$ cat src/hdl/pmc_pkg.sv
// Package for the processor mode and status word block.
// Assumes a single core clock and an active-low asynchronous reset.
package pmc_pkg;
    // ---------------------------------------------------------------
    // Mode field encodings
    // ---------------------------------------------------------------
    localparam logic [4:0] MODE_LUSR = 5'h00;
    localparam logic [4:0] MODE_LFIQ = 5'h01;
    localparam logic [4:0] MODE_LIRQ = 5'h02;
    localparam logic [4:0] MODE_LSVC = 5'h03;
    localparam logic [4:0] MODE_USR32 = 5'h10;
    localparam logic [4:0] MODE_FIQ32 = 5'h11;
    localparam logic [4:0] MODE_IRQ32 = 5'h12;
    localparam logic [4:0] MODE_SVC32 = 5'h13;
    localparam logic [4:0] MODE_ABT32 = 5'h17;
    localparam logic [4:0] MODE_UND32 = 5'h1B;
    // ---------------------------------------------------------------
    // Status word layout and reset value
    // ---------------------------------------------------------------
    localparam int FLAG_N = 31;
    localparam int FLAG_Z = 30;
    localparam int FLAG_C = 29;
    localparam int FLAG_V = 28;
    localparam int BIT_I = 7;
    localparam int BIT_F = 6;
    localparam int MODE_LSB = 0;
    localparam int MODE_W = 5;
    localparam int LEGACY_MODE_W = 2;
    localparam logic [31:0] STATUS_RESET = 32'h000000D3;
    localparam logic [31:0] STATUS_WMASK = 32'hF00000DF;
    localparam logic [31:0] USER_WMASK = 32'hF0000000;
    // ---------------------------------------------------------------
    // Banks, saved words and branch range
    // ---------------------------------------------------------------
    localparam int NUM_SAVED = 5;
    localparam int SAVED_IDX_W = 3;
    localparam int NUM_BANKS = 6;
    localparam logic [2:0] BANK_USR = 3'h0;
    localparam logic [2:0] BANK_FIQ = 3'h1;
    localparam logic [2:0] BANK_IRQ = 3'h2;
    localparam logic [2:0] BANK_SVC = 3'h3;
    localparam logic [2:0] BANK_ABT = 3'h4;
    localparam logic [2:0] BANK_UND = 3'h5;
    localparam int BRANCH_RANGE_MB = 32;
    localparam logic [31:0] BRANCH_RANGE_BYTES = 32'(BRANCH_RANGE_MB * 1024 * 1024);
    localparam logic [3:0] OP_AND = 4'h8;
    localparam logic [3:0] OP_XOR = 4'h9;
    localparam logic [3:0] OP_SUB = 4'hA;
    localparam logic [3:0] OP_ADD = 4'hB;
    localparam logic [31:0] LEGACY_PC_MASK = 32'h03FFFFFC;
    localparam int STATUS_XFER_CYCLES = 1;
    typedef enum logic [1:0] {EXC_UND, EXC_ABT, EXC_IRQ, EXC_FIQ} pmc_exc_t;
endpackage : pmc_pkg

$ cat src/hdl/pmc_mode_if.sv
// Interface carrying the current, exception target or written mode between the status logic and the bank selector.
// Assumes both ends run on the same core clock.
`timescale 1ns/1ps
interface pmc_mode_if;
    logic [4:0] mode;
    logic [2:0] bank;
    logic legacy;
    logic valid_mode;
    logic has_saved;
    modport src (output mode, input bank, legacy, valid_mode, has_saved);
    modport dec (input mode, output bank, legacy, valid_mode, has_saved);
endinterface : pmc_mode_if

$ cat src/hdl/pmc_bank_sel.sv
// Mode decoder: maps a mode field to its register bank and legacy flag.
// Assumes the mode field comes from the status register or from exception or write decode on the same clock.
`timescale 1ns/1ps
module pmc_bank_sel (
    pmc_mode_if.dec mi
);
    // ---------------------------------------------------------------
    // Decoding
    // ---------------------------------------------------------------
    // Both forms of a mode share one bank, but the case still decodes all five mode bits.
    function automatic logic [2:0] bank_of(input logic [4:0] m);
        logic [2:0] b;
        b = pmc_pkg::BANK_USR;
        case (m)
            pmc_pkg::MODE_LFIQ, pmc_pkg::MODE_FIQ32: b = pmc_pkg::BANK_FIQ;
            pmc_pkg::MODE_LIRQ, pmc_pkg::MODE_IRQ32: b = pmc_pkg::BANK_IRQ;
            pmc_pkg::MODE_LSVC, pmc_pkg::MODE_SVC32: b = pmc_pkg::BANK_SVC;
            pmc_pkg::MODE_ABT32: b = pmc_pkg::BANK_ABT;
            pmc_pkg::MODE_UND32: b = pmc_pkg::BANK_UND;
            default: b = pmc_pkg::BANK_USR;
        endcase
        return b;
    endfunction : bank_of

    wire [2:0] bank_w = bank_of(mi.mode);
    wire legacy_w = (mi.mode[4:pmc_pkg::LEGACY_MODE_W] == 3'h0);
    wire valid_w = legacy_w || (mi.mode == pmc_pkg::MODE_USR32) || (bank_w != pmc_pkg::BANK_USR);

    assign mi.bank = bank_w;
    assign mi.legacy = legacy_w;
    assign mi.valid_mode = valid_w;
    assign mi.has_saved = (bank_w != pmc_pkg::BANK_USR);
endmodule : pmc_bank_sel

$ cat src/hdl/pmc_mode_core.sv
// Operating mode and status word logic giving 26-bit compatibility on a 32-bit core.
// Assumes the decode stage presents one instruction event per cycle on clk_sys and that
// an external memory manager raises aborts for range and vector protection.
`timescale 1ns/1ps

module pmc_mode_core (
    input wire logic clk_sys,
    input wire logic rstn,
    input wire logic instr_valid,
    input wire logic [31:0] instr,
    input wire logic [31:0] instr_pc,
    input wire logic [31:0] xfer_operand,
    input wire logic exc_req,
    input wire pmc_pkg::pmc_exc_t exc_kind,
    input wire logic [31:0] exc_return_addr,
    input wire logic mem_abort,
    output logic [31:0] current_status_word,
    output logic [31:0] saved_status_word,
    output logic [31:0] link_register,
    output logic link_we,
    output logic [2:0] active_bank,
    output logic legacy_mode,
    output logic [31:0] legacy_pc_status,
    output logic [31:0] move_from_status,
    output logic status_xfer_done,
    output logic [31:0] branch_target,
    output logic branch_taken,
    output logic address_exception,
    output logic [31:0] exec_cycles
);
    // ---------------------------------------------------------------
    // Instruction decode
    // ---------------------------------------------------------------
    function automatic logic is_status_xfer(input logic [31:0] i);
        logic [3:0] op;
        op = i[24:21];
        return (i[27:26] == 2'h0) && !i[20] &&
               ((op == pmc_pkg::OP_AND) || (op == pmc_pkg::OP_XOR) ||
                (op == pmc_pkg::OP_SUB) || (op == pmc_pkg::OP_ADD));
    endfunction : is_status_xfer

    wire xfer_hit = instr_valid && is_status_xfer(instr);
    wire xfer_to = xfer_hit && instr[21];
    wire xfer_sav = instr[22];
    wire [31:0] xfer_imm = {24'h000000, instr[7:0]} >> {instr[11:8], 1'b0} |
                           {24'h000000, instr[7:0]} << (6'd32 - {1'b0, instr[11:8], 1'b0});
    wire [31:0] xfer_src = instr[25] ? xfer_imm : xfer_operand;
    wire is_branch = instr_valid && (instr[27:25] == 3'h5);
    wire is_link = is_branch && instr[24];
    wire [31:0] br_offset = {{6{instr[23]}}, instr[23:0], 2'b00};
    wire [31:0] br_target_w = instr_pc + 32'h00000008 + br_offset;

    // ---------------------------------------------------------------
    // Mode state
    // ---------------------------------------------------------------
    logic [31:0] status_q;
    logic [31:0] status_d;
    pmc_mode_if mi ();
    assign mi.mode = status_q[pmc_pkg::MODE_W-1:0];
    pmc_bank_sel u_bank (
        .mi(mi)
    );

    // Exception target mode is always a full-width one, even from a legacy mode.
    function automatic logic [4:0] exc_mode(input pmc_pkg::pmc_exc_t k);
        logic [4:0] m;
        m = pmc_pkg::MODE_SVC32;
        case (k)
            pmc_pkg::EXC_UND: m = pmc_pkg::MODE_UND32;
            pmc_pkg::EXC_ABT: m = pmc_pkg::MODE_ABT32;
            pmc_pkg::EXC_IRQ: m = pmc_pkg::MODE_IRQ32;
            pmc_pkg::EXC_FIQ: m = pmc_pkg::MODE_FIQ32;
            default: m = pmc_pkg::MODE_SVC32;
        endcase
        return m;
    endfunction : exc_mode

    pmc_mode_if ti ();
    assign ti.mode = exc_mode(exc_kind);
    pmc_bank_sel u_tbank (
        .mi(ti)
    );

    // A memory abort raised by the external manager enters abort mode like any exception.
    wire take_exc = exc_req || mem_abort;
    wire [4:0] tgt_mode = mem_abort ? pmc_pkg::MODE_ABT32 : ti.mode;
    wire [2:0] tgt_bank = mem_abort ? pmc_pkg::BANK_ABT : ti.bank;
    wire privileged = (mi.bank != pmc_pkg::BANK_USR) || (mi.mode != pmc_pkg::MODE_USR32 && !mi.legacy) ||
                      (mi.mode != pmc_pkg::MODE_LUSR && mi.legacy);
    wire [31:0] wmask = privileged ? pmc_pkg::STATUS_WMASK : pmc_pkg::USER_WMASK;
    wire [31:0] merged = (status_q & ~wmask) | (xfer_src & wmask);
    pmc_mode_if ni ();
    assign ni.mode = merged[pmc_pkg::MODE_W-1:0];
    pmc_bank_sel u_nbank (
        .mi(ni)
    );
    // Writes naming an unknown mode keep the old mode so the core never sits in a hole.
    wire [31:0] merged_ok = ni.valid_mode ? merged :
                            {merged[31:pmc_pkg::MODE_W], status_q[pmc_pkg::MODE_W-1:0]};
    wire cur_write = xfer_to && !xfer_sav && !take_exc;
    wire sav_write = xfer_to && xfer_sav && mi.has_saved && !take_exc;

    always_comb begin
        status_d = status_q;
        if (take_exc) begin
            status_d = {status_q[31:8], 1'b1, status_q[6:pmc_pkg::MODE_W], tgt_mode};
            status_d[pmc_pkg::BIT_F] = status_q[pmc_pkg::BIT_F] | (exc_kind == pmc_pkg::EXC_FIQ && !mem_abort);
        end else if (cur_write) begin
            status_d = merged_ok;
        end
    end

    always_ff @(posedge clk_sys or negedge rstn) begin
        if (!rstn) begin
            status_q <= pmc_pkg::STATUS_RESET;
        end else begin
            status_q <= status_d;
        end
    end

    // ---------------------------------------------------------------
    // Saved status words
    // ---------------------------------------------------------------
    logic [31:0] saved_rd;
    wire sv_we = take_exc || sav_write;
    wire [2:0] sv_bank = take_exc ? tgt_bank : mi.bank;
    wire [31:0] sv_data = take_exc ? status_q : ((saved_rd & ~wmask) | (xfer_src & wmask));
    pmc_saved_words u_saved (
        .clk_sys(clk_sys),
        .rstn(rstn),
        .wr_en(sv_we),
        .wr_bank(sv_bank),
        .wr_data(sv_data),
        .rd_bank(mi.bank),
        .rd_data(saved_rd)
    );

    // ---------------------------------------------------------------
    // Legacy combined view
    // ---------------------------------------------------------------
    // Old layout: flags on top, I and F in 27 and 26, mode in the two lowest bits.
    wire [31:0] legacy_view = {status_q[pmc_pkg::FLAG_N:pmc_pkg::FLAG_V], status_q[pmc_pkg::BIT_I],
                               status_q[pmc_pkg::BIT_F], 26'h0000000} |
                              (instr_pc & pmc_pkg::LEGACY_PC_MASK) |
                              {30'h00000000, status_q[pmc_pkg::LEGACY_MODE_W-1:0]};
    wire [31:0] mfs_val = xfer_sav ? saved_rd : status_q;

    // ---------------------------------------------------------------
    // Outputs
    // ---------------------------------------------------------------
    logic [31:0] link_q;
    logic link_we_q;
    logic [31:0] mfs_q;
    logic xfer_done_q;
    logic [31:0] brt_q;
    logic brk_q;
    logic [31:0] cyc_q;
    logic [31:0] leg_q;
    logic [31:0] saved_q;

    always_ff @(posedge clk_sys or negedge rstn) begin
        if (!rstn) begin
            link_q <= 32'h00000000;
            link_we_q <= 1'b0;
        end else begin
            link_we_q <= take_exc || is_link;
            if (take_exc) begin
                link_q <= exc_return_addr;
            end else if (is_link) begin
                link_q <= instr_pc + 32'h00000004;
            end
        end
    end

    always_ff @(posedge clk_sys or negedge rstn) begin
        if (!rstn) begin
            mfs_q <= 32'h00000000;
            xfer_done_q <= 1'b0;
            brt_q <= 32'h00000000;
            brk_q <= 1'b0;
        end else begin
            xfer_done_q <= xfer_hit && !take_exc;
            if (xfer_hit && !instr[21]) begin
                mfs_q <= mfs_val;
            end
            brk_q <= is_branch && !take_exc;
            brt_q <= mi.legacy ? (br_target_w & pmc_pkg::LEGACY_PC_MASK) : br_target_w;
        end
    end

    // Cycle accounting adds one cycle per valid instruction, never depending on the mode width.
    always_ff @(posedge clk_sys or negedge rstn) begin
        if (!rstn) begin
            cyc_q <= 32'h00000000;
            leg_q <= 32'h00000000;
            saved_q <= 32'h00000000;
        end else begin
            if (instr_valid) begin
                cyc_q <= cyc_q + 32'(pmc_pkg::STATUS_XFER_CYCLES);
            end
            leg_q <= legacy_view;
            saved_q <= saved_rd;
        end
    end

    logic [2:0] bank_q;
    logic legacy_q;
    always_ff @(posedge clk_sys or negedge rstn) begin
        if (!rstn) begin
            bank_q <= pmc_pkg::BANK_SVC;
            legacy_q <= 1'b0;
        end else begin
            bank_q <= mi.bank;
            legacy_q <= mi.legacy;
        end
    end

    // No width straps exist; the core is always full width in both spaces.
    logic addr_exc_q;
    always_ff @(posedge clk_sys or negedge rstn) begin
        if (!rstn) begin
            addr_exc_q <= 1'b0;
        end else begin
            addr_exc_q <= 1'b0;
        end
    end

    assign current_status_word = status_q;
    assign saved_status_word = saved_q;
    assign link_register = link_q;
    assign link_we = link_we_q;
    assign active_bank = bank_q;
    assign legacy_mode = legacy_q;
    assign legacy_pc_status = leg_q;
    assign move_from_status = mfs_q;
    assign status_xfer_done = xfer_done_q;
    assign branch_target = brt_q;
    assign branch_taken = brk_q;
    assign address_exception = addr_exc_q;
    assign exec_cycles = cyc_q;
endmodule : pmc_mode_core

$ cat src/hdl/pmc_saved_words.sv
// Saved status words, one per exception-entered mode.
// Assumes the index is never the user bank when a write is asked for.
`timescale 1ns/1ps
module pmc_saved_words (
    input wire logic clk_sys,
    input wire logic rstn,
    input wire logic wr_en,
    input wire logic [2:0] wr_bank,
    input wire logic [31:0] wr_data,
    input wire logic [2:0] rd_bank,
    output logic [31:0] rd_data
);
    // ---------------------------------------------------------------
    // Storage
    // ---------------------------------------------------------------
    logic [31:0] saved_q [pmc_pkg::NUM_SAVED];

    genvar g;
    generate
        for (g = 0; g < pmc_pkg::NUM_SAVED; g++) begin : g_saved
            wire hit = wr_en && (wr_bank == 3'(g + 1));
            always_ff @(posedge clk_sys or negedge rstn) begin
                if (!rstn) begin
                    saved_q[g] <= pmc_pkg::STATUS_RESET;
                end else if (hit) begin
                    saved_q[g] <= wr_data;
                end
            end
        end
    endgenerate

    // Reading the user bank would wrap the index to 7, past the last stored word, so return zero.
    wire rd_ok = (rd_bank != pmc_pkg::BANK_USR) && (rd_bank <= 3'(pmc_pkg::NUM_SAVED));
    wire [2:0] rd_idx = rd_bank - 3'h1;
    assign rd_data = rd_ok ? saved_q[rd_idx] : 32'h00000000;
endmodule : pmc_saved_words
$ cat config.mk
export PLATFORM = sky130hd
export DESIGN_NAME = pmc_mode_core
export DESIGN_NICKNAME = d
export VERILOG_FILES = /design/src/hdl/pmc_pkg.sv /design/src/hdl/pmc_mode_if.sv /design/src/hdl/pmc_bank_sel.sv /design/src/hdl/pmc_mode_core.sv /design/src/hdl/pmc_saved_words.sv
export SDC_FILE = /design/constraint.sdc
export NUM_CORES = 1
export LEC_CHECK = 0
export ABC_AREA = 1
export BUFFER_PORTS_ARGS = -buffer_cell sky130_fd_sc_hd__buf_2
export CORE_UTILIZATION = 36
export CTS_CLUSTER_SIZE = 12
export DETAILED_ROUTE_END_ITERATION = 7
export HOLD_SLACK_MARGIN = 0.1
export PLACE_DENSITY = 0.67
export SETUP_SLACK_MARGIN = 0.05
export SYNTH_ARGS = -nofsm -noshare
export SYNTH_HDL_FRONTEND = slang
export SYNTH_SLANG_ARGS = --single-unit
$ cat constraint.sdc
create_clock -name clk_sys -period 8.8 [get_ports clk_sys]
set_clock_uncertainty 0.1 [all_clocks]
set_input_delay 0.88 -clock clk_sys [delete_from_list [all_inputs] [get_ports clk_sys]]
set_output_delay 0.88 -clock clk_sys [all_outputs]
set_load 0.005 [all_outputs]
### After elaboration in Yosys (flattened, before gate mapping)

Memory sizes are Yosys's and may differ from the RTL's.
Index checks and enable logic that the tools add are counted.

* divide/modulo/power cells: 0
* reductions and logical operators: 51
* bitwise gates (word level): 12
* multipliers: 0
* $lt $le $gt $ge: 2
* add/subtract/negate cells: 6
* equal/unequal tests: 15
* multiplexer cells: 18
* shift-type cells: 2

Operators by type and width (count)
* 32-bit 2-to-1 mux: 9
* 32-bit AND: 3
* 32-bit binary-select mux with 3-bit select: 1
* 32-bit bitwise OR: 3
* 32-bit by 1-bit adder with 32-bit output (second input constant): 1
* 32-bit by 3-bit adder with 32-bit output (second input constant): 1
* 32-bit adder: 1
* 32-bit by 4-bit adder with 32-bit output (second input constant): 1
* 32-bit NOT: 1
* 32-bit by 2-bit bitwise OR with 32-bit output: 1
* 32-bit by 26-bit bitwise OR with 32-bit output: 1
* 8-bit by 6-bit left shift with 32-bit output: 1
* 8-bit by 5-bit >> shifter with 32-bit output: 1
* 8-bit 2-to-1 mux: 3
* 1-bit logical AND: 23
* 5-bit one-hot mux with 4 select lines: 1
* 4-bit == test (second input constant): 4
* 1-bit logical OR: 10
* 5-bit 2-to-1 mux: 2
* 3-bit == test (second input constant): 3
* 3-bit by 2-bit == test with 1-bit output (second input constant): 2
* 1-bit logical NOT: 6
* 3-bit logical NOT: 2
* 3-bit 2-to-1 mux: 2
* other kinds (17): 23

* memories kept: 3
* flip-flop bits (word level): 391
* bits of input ports: 135
* logic and storage cells: 128
* memory bits (writable): 0
* bits in latches: 0
* bits in read-only memories: 288

Memory list
* (no name shown): words 32, bits a word 3, read ports 1, clocked after Yosys merged registers in 0, wr ports 0, RTL line pmc_bank_sel.sv:14 `case (m)`
* (no name shown): words 32, bits a word 3, read ports 1, clocked after Yosys merged registers in 0, wr ports 0, RTL line pmc_bank_sel.sv:14
* (no name shown): words 32, bits a word 3, read ports 1, clocked after Yosys merged registers in 0, wr ports 0, RTL line pmc_bank_sel.sv:14

### Longest topological paths before layout

* depth after elaboration: 15
* depth in mapped cells: 18
* depth with buffers taken out: 16

### Modules after synthesis

From an unflattened synthesis, not the netlist that was laid out.

* cell total of the unflattened synthesis: 2747
* area, all modules: 20354.5 µm²

Modules (own cells, without submodules)
* pmc_mode_core: area each 12145.4 µm², seq. area each 5263.8 µm², instances 1, cells each 1629
* pmc_saved_words: area each 7893.8 µm², seq. area each 4035.1 µm², instances 1, cells each 1055
* pmc_bank_sel: area each 105.1 µm², seq. area each 0.0 µm², instances 3, cells each 21

### Worst setup path before layout

Ideal clock, no wire load.

* path type: reg2reg
* start: register status_q[1], in the netlist current_status_word[1]
* end: register u_saved.saved_q[119] (netlist name)
* library setup time: 0.084 ns
* arrival: 2.898 ns
* setup slack: 5.718 ns
* period minus slack after synthesis: 3.082 ns
* cell stages (with the launch flop): 16
* data required time: 8.616 ns
* cells stage by stage: dfstp_2 -> inv_1 -> o21ai_1 -> nand3_1 -> buf_2 -> buf_2 -> clkbuf_1 -> ha_1 -> clkbuf_1 -> clkinv_1 -> clkbuf_1 -> a21oi_1 -> o21ai_0 -> nand3_1 -> nand4_1 -> o21ai_0

* longest elaborated chain between the ends: 10

Ends and longest elaborated chain
* start, declared: RTL line pmc_mode_core.sv:56 `logic [31:0] status_q;`
* start signal, assigned: RTL line pmc_mode_core.sv:115 `status_q <= pmc_pkg::STATUS_RESET;`
* start signal, assigned: RTL line pmc_mode_core.sv:117 `status_q <= status_d;`
* memory 32 x 3 bit (*)
* 3-bit by 1-bit subtractor with 3-bit output: RTL line pmc_saved_words.sv:34 `wire [2:0] rd_idx = rd_bank - 3'h1;`
* 3-bit NOT with 4-bit output (not written as such): RTL line pmc_saved_words.sv:35 `assign rd_data = rd_ok ? saved_q[rd_idx] : 32'h00000000;`
* 32-bit binary-select mux with 3-bit select: RTL line pmc_saved_words.sv:35
* 32-bit 2-to-1 mux (not written as such) (2 in a row): RTL line pmc_saved_words.sv:35
* 32-bit 2-to-1 mux: RTL line pmc_saved_words.sv:35
* 32-bit AND: RTL line pmc_mode_core.sv:127 `wire [31:0] sv_data = take_exc ? status_q : ((saved_rd & ~wmask) | (xfer_src & wmask));`
* 32-bit bitwise OR: RTL line pmc_mode_core.sv:127
* 32-bit 2-to-1 mux: RTL line pmc_mode_core.sv:127
* end signal, assigned by index: RTL line pmc_saved_words.sv:24 `saved_q[g] <= pmc_pkg::STATUS_RESET;`
* end signal, assigned by index: RTL line pmc_saved_words.sv:26 `saved_q[g] <= wr_data;`
* end, declared: RTL line pmc_saved_words.sv:16 `logic [31:0] saved_q [pmc_pkg::NUM_SAVED];`

Mark *: on every way between the ends. The rest lies on a longest branch, timed or not. The select of a mux whose other input is x is not followed.
A chain may end at the register's enable or synchronous reset.

### Final worst setup path

* start: register status_q[1], in the netlist current_status_word[1]
* end: register u_saved.saved_q[83] (netlist name)

Same word-level chain as after synthesis.

==> summary.md <==
| Metric | Value |
|---|---|
| Outcome | finished, final reports clean |
| Max Cap Violations | 0 |
| Part of the power in combinational logic | 21.5% |
| Slowest cell on the critical path | buf_4 |
| First-pass GRT wire length | 94800 um |
| Ports | 367 |
| Sw frac | 31.7% |
| Root buffer selected by CTS | clkbuf_16 |
| Sequential share of the synthesized area | 49.1% |
| Final Setup Violations | 0 |
| Vias | 17115 |
| Crit path capture type | flip-flop |
| Psw | 1.56 mW |
| Crit start category | flip-flop |
| Ranking of synthesized cells by area | dfrtp_1 (45%), nand2_1 (11%), o21ai_0 (6.9%), dfstp_2 (4.4%), ha_1 (4.4%) |
| Number of global-route vias before repair | 16706 |
| Internal power | 3.35 mW |
| Sequential share of power | 42.6% |
| Setup TNS | 0 ns |
| Area share of the largest cell type after synthesis | 44.7% |
| Leak | 11.2 nW |
| Core Rows | 83 |
| Largest net degree at the start of global routing | 153 |
| DRC viols | 0 |
| Worst-skew pair later-pin latency | 0.58 ns |
| DRT iter0 DRCs | 1377 |
| Initial core utilization | 36.7% |
| Die Y | 231 um |
| HPWL after DPL | 42900 um |
| Most frequent cells in the layout | nand2_1 (577), dfrtp_1 (338), buf_2 (318) |
| Total track usage | 22.7% |
| Post-CTS Setup Inserts | 0 |
| Final Non-Filler Cells | 3322 |
| Via/cell ratio | 5.15 |
| Fin nets | 2815 |
| FMAX | 230 MHz |
| Ratio of cells with drive above 1 in the final layout | 17.8% |
| Worst path required time | 9.17 ns |
| Syn Inst Count | 2333 |
| Final min period | 4.35 ns |
| Port bufs | 319 |
| Slew HR | 25.3% |
| Antenna violations before repair | 5 |
| HP Class | input port to asynchronous set/reset pin |
| Hold_buf cts | 0 |
| Clock H-tree levels | 2 |
| CP max stage delay | 0.62 ns |
| FFs w/ async S/R, synth | 100% |
| WL per Instance | 18.2 um |
| Mean post-synth cell area | 8.12 um^2 |
| PD cells | 219 nW/um^2 |
| Top_reg_cell synth | dfrtp_1 |
| Worst-case clock buffer depth | 3 |
| CTS tree | done |
| Detail Route Antenna Nets | 0 |
| Full die area | 53500 um^2 |
| Drt first pass iters | 5 |
| Crit share post-route | 49.4% |
| Clock power share | 35.9% |
| Crit-path cells | inv_1 > o21ai_1 > nand3_4 > ha_2 > buf_4 > clkinv_1 > buf_4 > a21oi_1 > o21ai_0 > nand3_1 > nand4_1 > o21ai_0 |
| Fillers | 5108 |
| # clock sinks | 370 |
| EDFF count, synth | 0 |
| YS warnings | 0 |
| Hold Violations, Final | 0 |
| Worst setup path class | flip-flop to flip-flop |
| Total wire length | 60400 um |
| Die width | 231 um |
| CTS Buf Count | 42 |
| Area of the mapped netlist | 18900 um^2 |
| Post_cts resized | 0 |
| Commonest non-fill, non-tap cell in the layout | nand2_1 |
| Worst Path Arrival | 4.72 ns |
| RSZ-0062 raised after global routing | no |
| Worst-Margin Slew | 1.12 ns |
| Core area | 51600 um^2 |
| Worst-path fanout max | 70 |
| Synth Register Bits | 370 |
| Final slew viol count | 0 |
| Gr ovfl total | 0 |
| Reg clk slew, reported paths | 0.06 ns |
| Global placer's final weighted congestion | 0.923 |
| Post-synth top area cell | dfrtp_1 |
| Dpl cells | 3248 |
| P&R area growth vs syn | 18.3% |
| Max rail drop VDD | 139 uV |
| Post-synth cell types | 47 |
-- per-layer routing --
layer  up-vias  GRT usage [%]  wire length, um
li1       8177              -                -
met2       638           37.0            28300
met4         4           8.44             2100
met1      8173           28.8            25400
met5         -              0               23
met3       123           5.91             4600
-- final timing paths --
check                      cells past startpoint                               to  slack (ns)                                from
max                                           12  u_saved.saved_q[83]$_DFFE_PN0P_        4.45  current_status_word[1]$_DFFE_PN1P_
min                                            1  saved_status_word[28]$_DFF_PN0_        0.24                                rstn
max reg2reg                                   12  u_saved.saved_q[83]$_DFFE_PN0P_        4.45  current_status_word[1]$_DFFE_PN1P_
min reg2reg                                    0   legacy_pc_status[26]$_DFF_PN0_        0.34                           flip-flop
max in group asynchronous                      2       branch_target[0]$_DFF_PN0_        6.94                                rstn
min in group clk_sys                           0   legacy_pc_status[26]$_DFF_PN0_        0.34                           flip-flop
-- per-stage QoR --
stage | setup WS, ns | util (%) | hold WS, ns | cell area [um^2] | power (mW)
floorplan | 5.72 | - | 0.312 | 19000 | 2.72
global placement | 4.47 | 40.7 | 0.334 | 21000 | 3.14
detailed placement | 4.47 | 40.7 | 0.331 | 21000 | 3.17
CTS | 4.48 | 43.4 | 0.271 | 22400 | 4.95
global route | 4.05 | 43.4 | 0.303 | 22400 | 5.18
finish | 4.45 | 43.4 | 0.242 | 22400 | 4.90
-- critical path: cells and delay by family, from the launching register on --
kind	cells	cell delay, ns
flops	1	0.60
fa+ha+maj	1	0.61
simple gates	3	0.91
buf+inv	4	1.23
compound gates	4	0.77
-- state kept, by name, summed over array words and instances (netlist names), named ones only --
| signal | cells |
|---|---|
| u_saved.saved_q | 160 |
| branch_target | 32 |
| exec_cycles | 32 |
| legacy_pc_status | 32 |
| link_register | 32 |
| move_from_status | 32 |
| saved_status_word | 32 |
| current_status_word | 10 |
| active_bank | 3 |
| branch_taken | 1 |
| legacy_mode | 1 |
| link_we | 1 |
| status_xfer_done | 1 |
-- Yosys cell counts (2+ instances only) --
cell type / n
a21oi_1: 142
o211ai_1: 8
o21bai_1: 2
o21ai_2: 6
nor3_4: 2
o31ai_1: 6
nand3_1: 162
clkinv_1: 4
buf_6: 6
xor2_1: 45
nor2_1: 152
nor4_1: 11
ha_1: 67
o311ai_0: 2
nor2_2: 3
nand2_1: 577
buf_4: 22
xnor2_1: 17
dfrtp_1: 338
o21a_1: 4
buf_1: 9
a31oi_1: 6
nand2_2: 3
buf_2: 18
o21ai_0: 260
nor2_4: 2
clkbuf_1: 63
dfstp_2: 32
or2_2: 8
nor3_1: 35
a21o_1: 3
o21ai_1: 38
a22oi_1: 2
nand4_1: 41
nor3_2: 2
nor3b_1: 2
inv_2: 11
inv_1: 213
-- kinds of logic after synthesis --
logic type | share of synthesized area, %
AOI/OAI and AO/OA | 13.4
xor gates and xnor gates | 2.87
adders and majority gates | 4.53
buffers and inverters | 7.68
DFF | 49.1
other | 0.0198
and+or+nand+nor | 22.4
-- area by class of cell --
class                   count  area, um^2  area share, %
repair buffers            333        1720           7.70
clock buffers              58        1170           5.23
well taps                 680         851           3.80
clock inverters            15         213          0.950
flip-flops and latches    370        9300           41.5
multi-input cells        1637        8280           37.0
diodes                      1        2.50         0.0112
inverters                 228         856           3.82
-- power groups by stage --
stage	logic [mW]	clock network, mW	registers (mW)
floorplan	0.610	0	2.11
global placement	1.04	0	2.11
detailed placement	1.05	0	2.12
CTS	1.06	1.81	2.09
global route	1.19	1.87	2.12
finish	1.05	1.76	2.09
Power figures use the tool's default switching activity.
